$ cat config.mk
export PLATFORM = sky130hd
export DESIGN_NAME = eps_status
export DESIGN_NICKNAME = d
export VERILOG_FILES = /design/src/pkg/eps_pkg.sv /design/src/core/eps_status.sv /design/src/core/eps_timer.sv
export SDC_FILE = /design/constraint.sdc
export NUM_CORES = 1
export LEC_CHECK = 0
export BUFFER_PORTS_ARGS = -buffer_cell sky130_fd_sc_hd__buf_2
export CORE_MARGIN = 2
export CORE_UTILIZATION = 51
export DETAILED_ROUTE_END_ITERATION = 10
export PLACE_DENSITY = 0.73
export SYNTH_ARGS = -nofsm -noshare
export SYNTH_HDL_FRONTEND = slang
export SYNTH_SLANG_ARGS = --single-unit
$ cat constraint.sdc
create_clock -name clk_i -period 3.6 [get_ports clk_i]
set_input_delay 0.9 -clock clk_i [delete_from_list [all_inputs] [get_ports clk_i]]
set_output_delay 0.9 -clock clk_i [all_outputs]
set_load 0.02 [all_outputs]
$ cat src/pkg/eps_pkg.sv
// Package with the register map, field layout and timing of the probe status block.
package eps_pkg;

   // ==========================================================================
   // Timing
   // ==========================================================================
   localparam int unsigned CLK_HZ       = 20_000_000;
   localparam int unsigned TIMEOUT_MS   = 1000;
   // A timeout fires only after the access has lasted longer than this count.
   localparam int unsigned TIMEOUT_CYC  = (CLK_HZ / 1000) * TIMEOUT_MS;
   localparam int unsigned CNT_W        = 25;

   // ==========================================================================
   // Register offsets (byte addresses)
   // ==========================================================================
   localparam logic [7:0] ADR_CTRL   = 8'h00;
   localparam logic [7:0] ADR_STATUS = 8'h04;
   localparam logic [7:0] ADR_FLAGS  = 8'h08;
   localparam logic [7:0] ADR_UNIT   = 8'h0c;
   localparam logic [7:0] ADR_REPORT = 8'h10;

   // ==========================================================================
   // Control register fields
   // ==========================================================================
   localparam int CTL_W          = 11;
   localparam int B_COMBINED_RDY = 0;
   localparam int B_BUS_IDLE_TO  = 1;
   localparam int B_MEM_TO       = 2;
   localparam int B_IO_TO        = 3;
   localparam int B_HANG_TO      = 4;
   localparam int B_COPROC_EN    = 5;
   localparam int B_RUN_MODE_LO  = 6;
   localparam int B_RUN_MODE_HI  = 7;
   localparam int B_EXT_RST_EN   = 8;
   localparam int B_TRACE_BUS    = 9;
   localparam int B_QUEUE_STATUS_PIN_SEL_SEL    = 10;
   localparam logic [CTL_W-1:0] CTRL_RST = 11'h37e;

   // Run mode codes; 0 and 3 are illegal and block the coprocessor.
   localparam logic [1:0] RUN_EMU_ONLY = 2'h1;
   localparam logic [1:0] RUN_ALWAYS   = 2'h2;

   // ==========================================================================
   // Status, flag and unit fields
   // ==========================================================================
   localparam int B_EXEC_MODE  = 8;
   localparam int B_EMULATING  = 9;
   localparam int N_TIMERS     = 4;
   localparam int T_BUS        = 0;
   localparam int T_MEM        = 1;
   localparam int T_IO         = 2;
   localparam int T_HANG       = 3;
   localparam int B_UNIT_ALL   = 2;
   // Probe kind code; the value is arbitrary.
   localparam logic [7:0] PROBE_KIND = 8'h5a;

endpackage : eps_pkg

$ cat src/core/eps_status.sv
// Probe status and control block with a classic Wishbone register slave.
//
// The Wishbone slave port and the placing of the registers were left to the implementer.
`timescale 1ns/1ps
module eps_status #(
   parameter int unsigned TIMEOUT_CYCLES = eps_pkg::TIMEOUT_CYC,
   parameter logic [1:0]  PROBE_UNIT     = 2'h0
) (
   input  wire logic        clk_i,
   input  wire logic        rst_i,
   input  wire logic        ce_i,
   // Wishbone slave
   input  wire logic        wb_cyc_i,
   input  wire logic        wb_stb_i,
   input  wire logic        wb_we_i,
   input  wire logic [7:0]  wb_adr_i,
   input  wire logic [3:0]  wb_sel_i,
   input  wire logic [31:0] wb_dat_i,
   output logic      [31:0] wb_dat_o,
   output logic             wb_ack_o,
   // Probe processor state
   input  wire logic        emulating_i,
   input  wire logic        protected_mode_i,
   // Ready sources
   input  wire logic        mem_ready_i,
   input  wire logic        proto_ready_i,
   output logic             cpu_ready_o,
   // Activity for the timeouts
   input  wire logic        bus_active_i,
   input  wire logic        mem_access_i,
   input  wire logic        io_access_i,
   input  wire logic        coproc_access_i,
   output logic             emu_timeout_o,
   // Coprocessor and hold lines
   input  wire logic        coproc_request_line_i,
   input  wire logic        coproc_ack_line_i,
   input  wire logic        hold_req_i,
   input  wire logic        hold_grant_line_i,
   output logic             coproc_run_o,
   output logic             coproc_request_line_o,
   output logic             coproc_ack_line_o,
   output logic             hold_req_o,
   output logic             hold_grant_line_o,
   // External reset
   input  wire logic        proto_reset_i,
   output logic             probe_reset_o,
   // Trace capture
   input  wire logic        exec_info_i,
   input  wire logic        bus_cycle_i,
   output logic             trace_exec_wr_o,
   output logic             trace_bus_wr_o,
   // Shared pin sources and pins
   input  wire logic        addr_latch_i,
   input  wire logic        write_strobe_i,
   input  wire logic        read_strobe_i,
   input  wire logic        queue_state_line0_i,
   input  wire logic        queue_state_line1_i,
   input  wire logic        queue_state_mode_line_i,
   output logic      [2:0]  shared_pins_o
);
   import eps_pkg::*;

   logic [CTL_W-1:0]    ctrl_q;
   logic [N_TIMERS-1:0] flags_q;
   logic [N_TIMERS-1:0] flags_d;
   logic [N_TIMERS-1:0] expire;
   logic [N_TIMERS-1:0] run;
   logic [2:0]          unit_q;
   logic                req;
   logic                wr_stb;
   logic                allowed;

   // ==========================================================================
   // Settings decoded from the control register
   // ==========================================================================
   logic       combined_ready_sel;
   logic       bus_idle_timeout_en;
   logic       mem_access_timeout_en;
   logic       io_access_timeout_en;
   logic       coproc_hang_timeout_en;
   logic       coproc_enable;
   logic [1:0] coproc_run_mode;
   logic       external_reset_en;
   logic       trace_bus_cycles_en;
   logic       queue_status_pin_sel;

   assign combined_ready_sel     = ctrl_q[B_COMBINED_RDY];
   assign bus_idle_timeout_en    = ctrl_q[B_BUS_IDLE_TO];
   assign mem_access_timeout_en  = ctrl_q[B_MEM_TO];
   assign io_access_timeout_en   = ctrl_q[B_IO_TO];
   assign coproc_hang_timeout_en = ctrl_q[B_HANG_TO];
   assign coproc_enable          = ctrl_q[B_COPROC_EN];
   assign coproc_run_mode        = ctrl_q[B_RUN_MODE_HI:B_RUN_MODE_LO];
   assign external_reset_en      = ctrl_q[B_EXT_RST_EN];
   assign trace_bus_cycles_en    = ctrl_q[B_TRACE_BUS];
   assign queue_status_pin_sel   = ctrl_q[B_QUEUE_STATUS_PIN_SEL_SEL];

   // ==========================================================================
   // Wishbone handshake
   // ==========================================================================
   // Ack is registered and falls after one cycle; a write lands at the
   // edge where the master samples ack, so it never runs ahead of ack.
   assign req    = wb_cyc_i && wb_stb_i && !wb_ack_o;
   assign wr_stb = wb_cyc_i && wb_stb_i && wb_we_i && wb_ack_o;

   always_ff @(posedge clk_i) begin
      if (rst_i) begin
         wb_ack_o <= 1'b0;
      end else if (ce_i) begin
         wb_ack_o <= req;
      end
   end

   // ==========================================================================
   // Control register
   // ==========================================================================
   always_ff @(posedge clk_i) begin
      if (rst_i) begin
         ctrl_q <= CTRL_RST;
      end else if (ce_i && wr_stb && wb_adr_i == ADR_CTRL) begin
         if (wb_sel_i[0]) begin
            ctrl_q[7:0] <= wb_dat_i[7:0];
         end
         if (wb_sel_i[1]) begin
            ctrl_q[CTL_W-1:8] <= wb_dat_i[CTL_W-1:8];
         end
      end
   end

   // ==========================================================================
   // Unit selection
   // ==========================================================================
   always_ff @(posedge clk_i) begin
      if (rst_i) begin
         unit_q <= '0;
      end else if (ce_i && wr_stb && wb_adr_i == ADR_UNIT && wb_sel_i[0]) begin
         unit_q <= wb_dat_i[2:0];
      end
   end

   // ==========================================================================
   // Read data
   // ==========================================================================
   always_ff @(posedge clk_i) begin
      if (rst_i) begin
         wb_dat_o <= '0;
      end else if (ce_i && req) begin
         wb_dat_o <= '0;
         unique case (wb_adr_i)
            ADR_CTRL: begin
               wb_dat_o[CTL_W-1:0] <= ctrl_q;
            end
            ADR_STATUS: begin
               wb_dat_o[7:0]         <= PROBE_KIND;
               wb_dat_o[B_EXEC_MODE] <= protected_mode_i;
               wb_dat_o[B_EMULATING] <= emulating_i;
            end
            ADR_FLAGS: begin
               wb_dat_o[N_TIMERS-1:0] <= flags_q;
            end
            ADR_UNIT: begin
               wb_dat_o[2:0] <= unit_q;
            end
            ADR_REPORT: begin
               // This probe supplies values when selected or when the all-units bit is set; other units read zero.
               if (unit_q[B_UNIT_ALL] || unit_q[1:0] == PROBE_UNIT) begin
                  wb_dat_o[CTL_W-1:0] <= ctrl_q;
               end
            end
            default: begin
               wb_dat_o <= '0;
            end
         endcase
      end
   end

   // ==========================================================================
   // Timeouts
   // ==========================================================================
   // Timeouts only count while a program is emulating.
   assign run[T_BUS]  = emulating_i && bus_idle_timeout_en && !bus_active_i;
   assign run[T_MEM]  = emulating_i && mem_access_timeout_en && mem_access_i;
   assign run[T_IO]   = emulating_i && io_access_timeout_en && io_access_i;
   assign run[T_HANG] = emulating_i && coproc_hang_timeout_en
                        && coproc_access_i;

   for (genvar g = 0; g < N_TIMERS; g++) begin : g_timer
      eps_timer #(
         .LIMIT    (TIMEOUT_CYCLES)
      ) u_timer (
         .clk_i    (clk_i),
         .rst_i    (rst_i),
         .ce_i     (ce_i),
         .run_i    (run[g]),
         .expire_o (expire[g])
      );
   end

   // Sticky flags clear by writing ones; a new expiry in the same cycle wins.
   always_comb begin
      flags_d = flags_q;
      if (wr_stb && wb_adr_i == ADR_FLAGS && wb_sel_i[0]) begin
         flags_d = flags_d & ~wb_dat_i[N_TIMERS-1:0];
      end
      flags_d = flags_d | expire;
   end

   always_ff @(posedge clk_i) begin
      if (rst_i) begin
         flags_q       <= '0;
         emu_timeout_o <= 1'b0;
      end else if (ce_i) begin
         flags_q       <= flags_d;
         emu_timeout_o <= |flags_d;
      end
   end

   // ==========================================================================
   // Ready selection
   // ==========================================================================
   always_ff @(posedge clk_i) begin
      if (rst_i) begin
         cpu_ready_o <= 1'b0;
      end else if (ce_i) begin
         if (combined_ready_sel) begin
            cpu_ready_o <= mem_ready_i && proto_ready_i;
         end else begin
            cpu_ready_o <= mem_ready_i;
         end
      end
   end

   // ==========================================================================
   // Coprocessor gating
   // ==========================================================================
   // Illegal mode codes are treated as never allowed rather than guessed.
   assign allowed = coproc_enable &&
                    ((coproc_run_mode == RUN_EMU_ONLY && emulating_i) ||
                     coproc_run_mode == RUN_ALWAYS);

   always_ff @(posedge clk_i) begin
      if (rst_i) begin
         coproc_run_o          <= 1'b0;
         coproc_request_line_o <= 1'b0;
         coproc_ack_line_o     <= 1'b0;
         hold_req_o            <= 1'b0;
         hold_grant_line_o     <= 1'b0;
      end else if (ce_i) begin
         coproc_run_o          <= allowed;
         coproc_request_line_o <= allowed && coproc_request_line_i;
         coproc_ack_line_o     <= allowed && coproc_ack_line_i;
         hold_req_o            <= allowed && hold_req_i;
         hold_grant_line_o     <= allowed && hold_grant_line_i;
      end
   end

   // ==========================================================================
   // External reset, trace capture and shared pins
   // ==========================================================================
   always_ff @(posedge clk_i) begin
      if (rst_i) begin
         probe_reset_o <= 1'b0;
      end else if (ce_i) begin
         probe_reset_o <= emulating_i && external_reset_en
                          && proto_reset_i;
      end
   end

   always_ff @(posedge clk_i) begin
      if (rst_i) begin
         trace_exec_wr_o <= 1'b0;
         trace_bus_wr_o  <= 1'b0;
      end else if (ce_i) begin
         trace_exec_wr_o <= exec_info_i;
         trace_bus_wr_o  <= trace_bus_cycles_en && bus_cycle_i;
      end
   end

   always_ff @(posedge clk_i) begin
      if (rst_i) begin
         shared_pins_o <= '0;
      end else if (ce_i) begin
         if (queue_status_pin_sel) begin
            shared_pins_o <= {queue_state_mode_line_i, queue_state_line1_i,
                              queue_state_line0_i};
         end else begin
            shared_pins_o <= {read_strobe_i, write_strobe_i,
                              addr_latch_i};
         end
      end
   end
endmodule : eps_status

$ cat src/core/eps_timer.sv
// One-second access or inactivity timer with a single expiry pulse per episode.
`timescale 1ns/1ps
module eps_timer #(
   parameter int unsigned LIMIT = eps_pkg::TIMEOUT_CYC
) (
   input  wire logic clk_i,
   input  wire logic rst_i,
   input  wire logic ce_i,
   input  wire logic run_i,
   output logic      expire_o
);
   import eps_pkg::*;

   localparam logic [CNT_W-1:0] LIM = CNT_W'(LIMIT);

   logic [CNT_W-1:0] cnt_q;
   logic             fired_q;

   // ==========================================================================
   // Counter
   // ==========================================================================
   // The count is dropped as soon as the watched condition ends, so it
   // measures one uninterrupted episode only.
   always_ff @(posedge clk_i) begin
      if (rst_i) begin
         cnt_q    <= '0;
         fired_q  <= 1'b0;
         expire_o <= 1'b0;
      end else if (ce_i) begin
         expire_o <= 1'b0;
         if (!run_i) begin
            cnt_q   <= '0;
            fired_q <= 1'b0;
         end else if (!fired_q) begin
            if (cnt_q == LIM) begin
               fired_q  <= 1'b1;
               expire_o <= 1'b1;
            end else begin
               cnt_q <= cnt_q + 1'b1;
            end
         end
      end
   end
endmodule : eps_timer

After elaboration in Yosys (flattened, before gate mapping)
Index checks and enable logic that the tools add are counted.
Widths: inputs -> output; s select.
{ "totals": {"input_bits": 71, "output_inout_bits": 46, "register_bits": 151, "wordCells": 136} }
{ "op_classes": {"bitwise_logic": 3, "reduce_logical": 42, "addsub": 4, "mux": 40, "eq_ne": 18} }
{ "op_table": {"columns": ["cell", "count"], "rows": [
  ["$mux 25", 12],
  ["$add 25x1->25 const B", 4],
  ["$eq 25x25->1 const B", 4],
  ["$logic_and 1x1->1", 29],
  ["$mux 1", 21],
  ["$pmux 6 s3", 1],
  ["$eq 8x4->1 const B", 2],
  ["$ne 2x2->1 const B", 8],
  ["$pmux 3 s5", 1],
  ["$reduce_and 3->1", 4],
  ["$mux 11", 1],
  ["$eq 8x3->1 const B", 1],
  ["$eq 8x5->1 const B", 1],
  ["$logic_not 8->1", 1],
  ["$and 4x4->4", 1],
  ["$mux 4", 1],
  ["$not 4->4", 1],
  ["$or 4x4->4", 1],
  ["$pmux 1 s4", 1],
  ["$reduce_and 2->1", 2],
  ["$reduce_or 4->1", 1],
  ["$mux 3", 1],
  ["$eq 2x1->1 const B", 1],
  ["$eq 2x2->1 const B", 1],
  ["other kinds (4)", 6]
]} }

Depth between registers and ports, before layout
Gate-level depths: netlist (run 1).
{ "logic_depth": {"word_depth": 8, "depth_mapped": 8, "ltp_nobuf": 7} }

By module
From an unflattened synthesis (run 1), not the netlist that was laid out.
{ "unflattened": {"cells_unflattened": 1023, "hier_area_um2": 8209.1} }
{ "modules_own_cells": {"columns": ["module", "instances", "cells_each", "area_per_inst_um2"], "rows": [
  ["eps_timer", 4, 190, 1508.9],
  ["eps_status", 1, 263, 2173.3]
]} }

Least setup slack after synthesis (run 1)
OpenSTA, ideal clock, no wires.
{ "synth_timing": {"kind": "input port to flip-flop", "from": "input port wb_adr_i[3]", "to": "register emu_timeout_o", "t_arrival_ps": 2417, "slack_ps": 1046, "cell_stages": 6, "n_path_buf": 1, "setup_time_ps": 136, "cell_sequence": "buf_4 -> or4b_4 -> nor4_4 -> a21boi_1 -> a2111oi_1 -> a311oi_1"} }
{ "synth_via": {"elab_chain_len": 6} }
{ "synth_rtl": {"columns": ["item", "line", "text"], "rows": [
  ["start, declared", "eps_status.sv:16", "input wire logic [7:0] wb_adr_i,"],
  ["$eq 8x4->1", "eps_status.sv:202", "if (wr_stb && wb_adr_i == ADR_FLAGS && wb_sel_i[0]) begin"],
  ["$logic_and 1x1->1 (2 in a row)", "eps_status.sv:202", null],
  ["$mux 4", "eps_status.sv:202", null],
  ["$or 4x4->4", "eps_status.sv:205", "flags_d = flags_d | expire;"],
  ["$reduce_or 4->1", "eps_status.sv:214", "emu_timeout_o <= |flags_d;"],
  ["end signal, assigned", "eps_status.sv:214", null],
  ["end, declared", "eps_status.sv:33", "output logic emu_timeout_o,"]
]} }
Every way passes these cells.
A chain may end at the register's enable or synchronous reset.

Worst setup path after layout (run 1)
{ "layout_timing": {"from": "input port wb_adr_i[7]", "to": "register wb_dat_o[3]"} }
{ "layout_via": {"elab_chain_len": 2, "word_cells_on_any_way": 5, "cone_classes": "3 x eq/ne; 1 x mux; 1 x reduce/logical"} }
{ "layout_rtl": {"columns": ["item", "line", "text"], "rows": [
  ["$eq 8x5->1 (tied with other cells)", "eps_status.sv:149", "unique case (wb_adr_i)"],
  ["$pmux 1 s4 (*)", "eps_status.sv:149", null],
  ["end signal, assigned by index", "eps_status.sv:151", "wb_dat_o[CTL_W-1:0] <= ctrl_q;"],
  ["end signal, assigned by index", "eps_status.sv:155", "wb_dat_o[B_EXEC_MODE] <= protected_mode_i;"],
  ["end signal, assigned by index", "eps_status.sv:156", "wb_dat_o[B_EMULATING] <= emulating_i;"],
  ["end, declared", "eps_status.sv:19", "output logic [31:0] wb_dat_o,"]
]} }
Every way passes the cells marked *; elsewhere a longest branch is shown, timed or not.

==> run summary, run 1 <==
outcome -> finished, final reports clean
commonest non-fill, non-tap cell in the layout -> dfxtp_1
WP data required -> 3.94 ns
Synthesis Warnings -> 0
Finished Core Util -> 59.4%
RD Place Congestion -> 0.819
Syn Std Cell Area -> 7270 um2
post-cts hold buffer count -> 0
CTS resizes -> 0
Yosys top cell area share -> 41.6%
DRC Markers -> 0
port buffer count -> 72
clock slew at reported path FFs -> 0.06 ns
Overall Global Routing Usage -> 22.0%
CP Class -> in2reg
clk root buf -> clkbuf_16
Worst Path Max Fanout -> 4
Syn Area/Cell -> 8.35 um2
remaining antenna violation count -> 0
vias per std cell -> 5.58
Post-synth EDFFs -> 0
vias in the first global route -> 5663
Layout Nets -> 1015
Worst Skew -> 0.00645 ns
worst slack, placed -> 0.782 ns
placed insts -> 1097
Hold Path Class -> reg2reg
Synth Register Bits -> 151
share of post-route cells with drive strength above 1 -> 13.1%
maximum vdd drop -> 0.352 mV
pin count of the biggest net entering global routing -> 42
setup bufs post-CTS -> 0
HPWL after detailed placement -> 11200 um
routed len/inst -> 14.3 um
vias -> 6303
minimum clock period -> 2.41 ns
Setup violations, final -> 0
full die area -> 15200 um2
max-slew violations -> 0
period utilization -> 66.9%
Worst Setup End Kind -> flip-flop
P_leak -> 2.95 nW
sequential area share after synthesis -> 41.6%
Finished Layout Cells -> 1129
DR iter-0 viols -> 423
Overflow after GRT -> 0
RSZ-0062 raised after global routing -> no
final hold violations -> 0
Min Hold Slack -> 0.451 ns
predominant post-synthesis flop cell -> dfxtp_1
clock buffer depth -> 2
die width -> 123 um
Diodes inserted -> 0
WL final -> 16100 um
maximum clock rate -> 415 MHz
setup ws final -> 1.19 ns
Ports -> 117
CTS buffer count -> 17
Rows -> 43
Max-Cap Viols -> 0
clk sinks -> 151
most frequent cells in the layout -> dfxtp_1 (151), nor2_1 (129), buf_2 (72)
core area -> 13900 um2
area delta synth->final -> 13.4%
starting density of the core -> 52.4%
largest area contributor in the netlist -> dfxtp_1
Worst Max-Slew Pin Slew -> 0.903 ns
setup_tns -> 0 ns
DRT Pass-1 Iters -> 5
Mapped Cells -> 871
Slew HR -> 39.8%
clock latency on the worst-skew pair -> 0.42 ns
initial antenna violation count -> 1
startpoint types -> input pin
CTS tree -> done
first-pass GRT wire length -> 26600 um
Synth area leaders -> dfxtp_1 (42%), nor2_1 (6.7%), xnor2_1 (4.2%)
FFs w/ async S/R, synth -> 0%
P per Cell Area -> 431 nW/um2
die extent in y -> 123 um
Synth cell types -> 67
crit path DAT -> 2.75 ns
H-tree levels -> 4
cells by family (layout without fill, tap and decap cells):
| kind of cell | Yosys count | after routing | synth area share [%] |
|---|---|---|---|
| flops | 151 | 151 | 41.6 |
| buf+inv | 87 | 145 | 5.93 |
| other cells | 1 | 21 | 0.0516 |
| xor+xnor | 65 | 65 | 7.83 |
| simple gates | 415 | 415 | 30.2 |
| mux | 10 | 10 | 1.38 |
| compound gates | 134 | 134 | 11.6 |
| fa+ha+maj | 8 | 8 | 1.38 |
final cells by class:
type	count	area [um2]
Fill cell	1285	5630
Multi-Input combinational cell	653	3890
Sequential cell	151	3020
Clock buffer	21	450
Timing Repair Buffer	82	435
Tap cell	180	225
Inverter	31	116
Clock inverter	11	103
per-layer routing:
| layer | up-vias | global-route usage (%) | wire (um) |
|---|---|---|---|
| li1 | 3193 | - | - |
| met1 | 2940 | 28.8 | 7540 |
| met2 | 148 | 34.9 | 7520 |
| met3 | 20 | 5.95 | 875 |
| met4 | 2 | 7.95 | 197 |
| met5 | - | 0 | 7 |
worst paths after layout:
check | endpoint | start | slack (ns) | cells after the start
max reg2reg | g_timer[1].u_timer.cnt_q[4]$_SDFFE_PP0P_ | g_timer[1].u_timer.cnt_q[0]$_SDFFE_PP0P_ | 1.26 | 7
min reg2reg | wb_dat_o[7]$_SDFFE_PP0P_ | wb_dat_o[7]$_SDFFE_PP0P_ | 0.45 | 2
min | wb_dat_o[7]$_SDFFE_PP0P_ | wb_dat_o[7]$_SDFFE_PP0P_ | 0.45 | 2
max | wb_dat_o[3]$_SDFFE_PP0P_ | wb_adr_i[7] | 1.19 | 6
worst max-delay path, cell delays in order:
cell,delay [ns]
buf_2,0.10
or4_1,0.59
nor3_1,0.46
and3b_1,0.35
a221oi_1,0.12
a211oi_1,0.23
cell usage after synthesis, drive strengths merged, types with 2 or more instances:
master / instances
or4: 5
a211oi: 9
or2: 2
mux2i: 10
nand3b: 3
nor4b: 14
nor2b: 4
nor4: 20
o311ai: 2
dfxtp: 151
or3: 24
nor3: 23
xor2: 30
nor2: 129
a211o: 8
nand2: 62
or4b: 3
nand4: 36
xnor2: 35
inv: 30
a22oi: 10
buf: 29
a221oi: 6
clkbuf: 27
and3: 21
a21o: 2
o31ai: 7
a21boi: 2
and4: 7
and4b: 2
o21ai: 31
nand2b: 4
ha: 8
nor4bb: 2
nand4b: 2
nand3: 42
o211ai: 2
a21oi: 47
and2: 5
stage by stage:
| step | cell area [um2] | total power, mW |
|---|---|---|
| 4_1_cts | 8250 | 3.59 |
| 3_3_place_gp | 7690 | 1.92 |
| 3_5_place_dp | 7690 | 1.92 |
| 6_report | 8250 | 3.55 |
| 2_1_floorplan | 7350 | 1.87 |
| 5_1_grt | 8250 | 3.68 |
where the power goes:
group / switching (mW) / total, mW / internal (mW) / leakage [nW]
registers: 0.00942 / 1.70 / 1.69 / 1.22
logic: 0.131 / 0.186 / 0.0552 / 1.48
clock network: 0.707 / 1.67 / 0.967 / 0.251
total: 0.847 / 3.55 / 2.71 / 2.95
sequential cells by signal, summed over array words and instances (netlist names), 3 cells and up:
signal,cells
g_timer.u_timer.cnt_q,100
ctrl_q,11
wb_dat_o,11
flags_q,4
g_timer.u_timer.expire_o,4
g_timer.u_timer.fired_q,4
shared_pins_o,3
unit_q,3
(Power assumes the default switching activity.)
==> inputs of run 2 (changes only) <==
--- a/config.mk
+++ b/config.mk
@@ -9,7 +9,7 @@
 export CORE_MARGIN = 2
 export CORE_UTILIZATION = 51
 export DETAILED_ROUTE_END_ITERATION = 10
-export PLACE_DENSITY = 0.73
+export PLACE_DENSITY = 0.76
 export SYNTH_ARGS = -nofsm -noshare
 export SYNTH_HDL_FRONTEND = slang
 export SYNTH_SLANG_ARGS = --single-unit
==> constraint.sdc (replaced) <==
create_clock -name clk_i -period 2.2 [get_ports clk_i]
set_input_delay 0.55 -clock clk_i [delete_from_list [all_inputs] [get_ports clk_i]]
set_output_delay 0.55 -clock clk_i [all_outputs]
set_load 0.02 [all_outputs]
==> run 2 against run 1 <==
Routed wire length grew 6.0%. Cell count grew 3.5%. Clock skew rose by 0.00067 ns. Register-to-register slack lost 1.1 ns. Total power increased by 77%.
==> run summary, run 2 (synthesis results as in run 1) <==
r2r endpoint -> g_timer[1].u_timer.cnt_q[5]$_SDFFE_PP0P_
RSZ-0062 raised after global routing -> no
Setup violations, final -> 0
final hold violations -> 0
most frequent cells in the layout -> dfxtp_1 (151), nor2_1 (129), buf_2 (72)
Reg2Reg Depth -> 8
minimum clock period -> 2.05 ns
P_int -> 4.95 mW
Seq pwr share -> 44.2%
CTS buffer count -> 17
post-cts hold buffer count -> 0
Hold Path End -> coproc_request_line_o$_SDFFE_PP0P_
commonest non-fill, non-tap cell in the layout -> dfxtp_1
reg-to-reg slack, setup -> 0.15 ns
Finished Layout Cells -> 1168
CP Class -> reg2reg
WP data required -> 2.54 ns
vias in the first global route -> 6011
Rows -> 43
initial antenna violation count -> 0
startpoint types -> flip-flop
Hold Crit Depth -> 3
Layout Nets -> 1055
P per Cell Area -> 724 nW/um2
Top Registers -> g_timer.u_timer.cnt_q x100, ctrl_q x11, wb_dat_o x11
H-tree levels -> 4
DRT Pass-1 Iters -> 5
HPWL after detailed placement -> 12100 um
Min Hold Slack -> 0.361 ns
hold_sp -> coproc_request_line_i
port buffer count -> 72
remaining antenna violation count -> 0
Worst Skew -> 0.00712 ns
Worst Setup End Kind -> flip-flop
die width -> 123 um
Largest Register -> g_timer.u_timer.cnt_q
maximum vdd drop -> 0.512 mV
DRC Markers -> 0
core area -> 13900 um2
Finished Core Util -> 62.4%
CTS tree -> done
Slew HR -> 44.8%
Pwr Total -> 6.27 mW
max reg flops -> 100
placed insts -> 1136
WL final -> 17100 um
Ports -> 117
Clock power frac -> 50.4%
RD Place Congestion -> 0.832
worst slack, placed -> -0.219 ns
RR Startpoint -> g_timer[1].u_timer.cnt_q[0]$_SDFFE_PP0P_
Worst Path Max Fanout -> 5
routed len/inst -> 14.6 um
max-slew violations -> 0
die extent in y -> 123 um
Overflow after GRT -> 0
starting density of the core -> 52.4%
P_leak -> 3.22 nW
Hold Path Class -> in2reg
switching part of the total -> 21.1%
clock buffer depth -> 2
Overall Global Routing Usage -> 23.3%
clock latency on the worst-skew pair -> 0.42 ns
combinational share of power -> 5.4%
pin count of the biggest net entering global routing -> 25
DR iter-0 viols -> 287
clk root buf -> clkbuf_16
first-pass GRT wire length -> 28300 um
vias per std cell -> 5.57
clock slew at reported path FFs -> 0.06 ns
outcome -> finished, final reports clean
clk sinks -> 151
vias -> 6509
full die area -> 15200 um2
area delta synth->final -> 19.1%
maximum clock rate -> 488 MHz
Max-Cap Viols -> 0
Worst Max-Slew Pin Slew -> 0.828 ns
share of post-route cells with drive strength above 1 -> 16.7%
crit path DAT -> 2.39 ns
setup ws final -> 0.152 ns
reported net switching power -> 1.32 mW
period utilization -> 93.1%
-- run 2: cell count changes in the layout (fill, tap and decap cells not counted), moves of 2 or more --
cell,change
clkinv_2,+3
clkbuf_1,-3
buf_4,+39
bufinv_16,+4
clkbuf_8,+2
clkinvlp_4,-6
clkinv_4,-2
-- run 2: power groups by stage --
stage,registers (mW),clock network (mW),logic (mW)
2_1_floorplan,2.85,0,0.201
3_3_place_gp,2.83,0,0.329
3_5_place_dp,2.83,0,0.334
4_1_cts,2.77,3.19,0.337
5_1_grt,2.78,3.31,0.370
6_report,2.77,3.16,0.339
-- run 2: worst max-delay path, stage by stage (launching register included) --
cell     delay, ns
dfxtp_1       0.39
inv_1         0.08
ha_1          0.22
nor4b_1       0.14
nand4_1       0.22
o31ai_4       0.09
buf_4         0.17
or4_1         0.50
a21oi_1       0.16
-- run 2: stage by stage --
| step | setup TNS, ns | cell area [um2] |
|---|---|---|
| 6_report | 0 | 8660 |
| 3_3_place_gp | -1.16 | 8000 |
| 2_1_floorplan | 0 | 7350 |
| 5_1_grt | 0 | 8660 |
| 3_5_place_dp | -1.86 | 8000 |
| 4_1_cts | 0 | 8640 |
-- run 2: how the worst max path moves through the flow --
stage                                                  start                                        to  slack, ns  cells after the start
finish              g_timer[1].u_timer.cnt_q[0]$_SDFFE_PP0P_  g_timer[1].u_timer.cnt_q[5]$_SDFFE_PP0P_       0.15                      8
global route        g_timer[1].u_timer.cnt_q[0]$_SDFFE_PP0P_  g_timer[1].u_timer.cnt_q[2]$_SDFFE_PP0P_       0.02                      8
CTS                 g_timer[1].u_timer.cnt_q[0]$_SDFFE_PP0P_  g_timer[1].u_timer.cnt_q[7]$_SDFFE_PP0P_       0.10                      8
detailed placement                               wb_adr_i[5]                emu_timeout_o$_SDFFE_PP0P_      -0.22                      7
global placement                                 wb_adr_i[5]                emu_timeout_o$_SDFFE_PP0P_      -0.21                      6
floorplan                                        wb_adr_i[5]                emu_timeout_o$_SDFFE_PP0P_       0.02                      5
-- run 2: metal layers --
layer | wire length (um) | vias to the layer above | global-route usage (%)
met5 | 0 | - | 0
met2 | 7920 | 180 | 37.9
li1 | - | 3276 | -
met3 | 918 | 29 | 5.26
met4 | 393 | 0 | 8.88
met1 | 7870 | 3024 | 30.2
-- run 2: layout make-up --
| class | instances | area, um2 |
|---|---|---|
| antenna | 1 | 2.50 |
| clock buffer | 20 | 467 |
| clock inverter | 10 | 175 |
| fill | 1233 | 5220 |
| inverter | 31 | 116 |
| multi-input combinational | 653 | 3900 |
| sequential | 151 | 3020 |
| tap | 180 | 225 |
| timing repair buffer | 122 | 748 |
-- run 2: repair_timing --
item	4_1_cts	5_1_grt
endpoints found under the setup margin	0	5
resized for setup	0	1
setup buffers	0	1
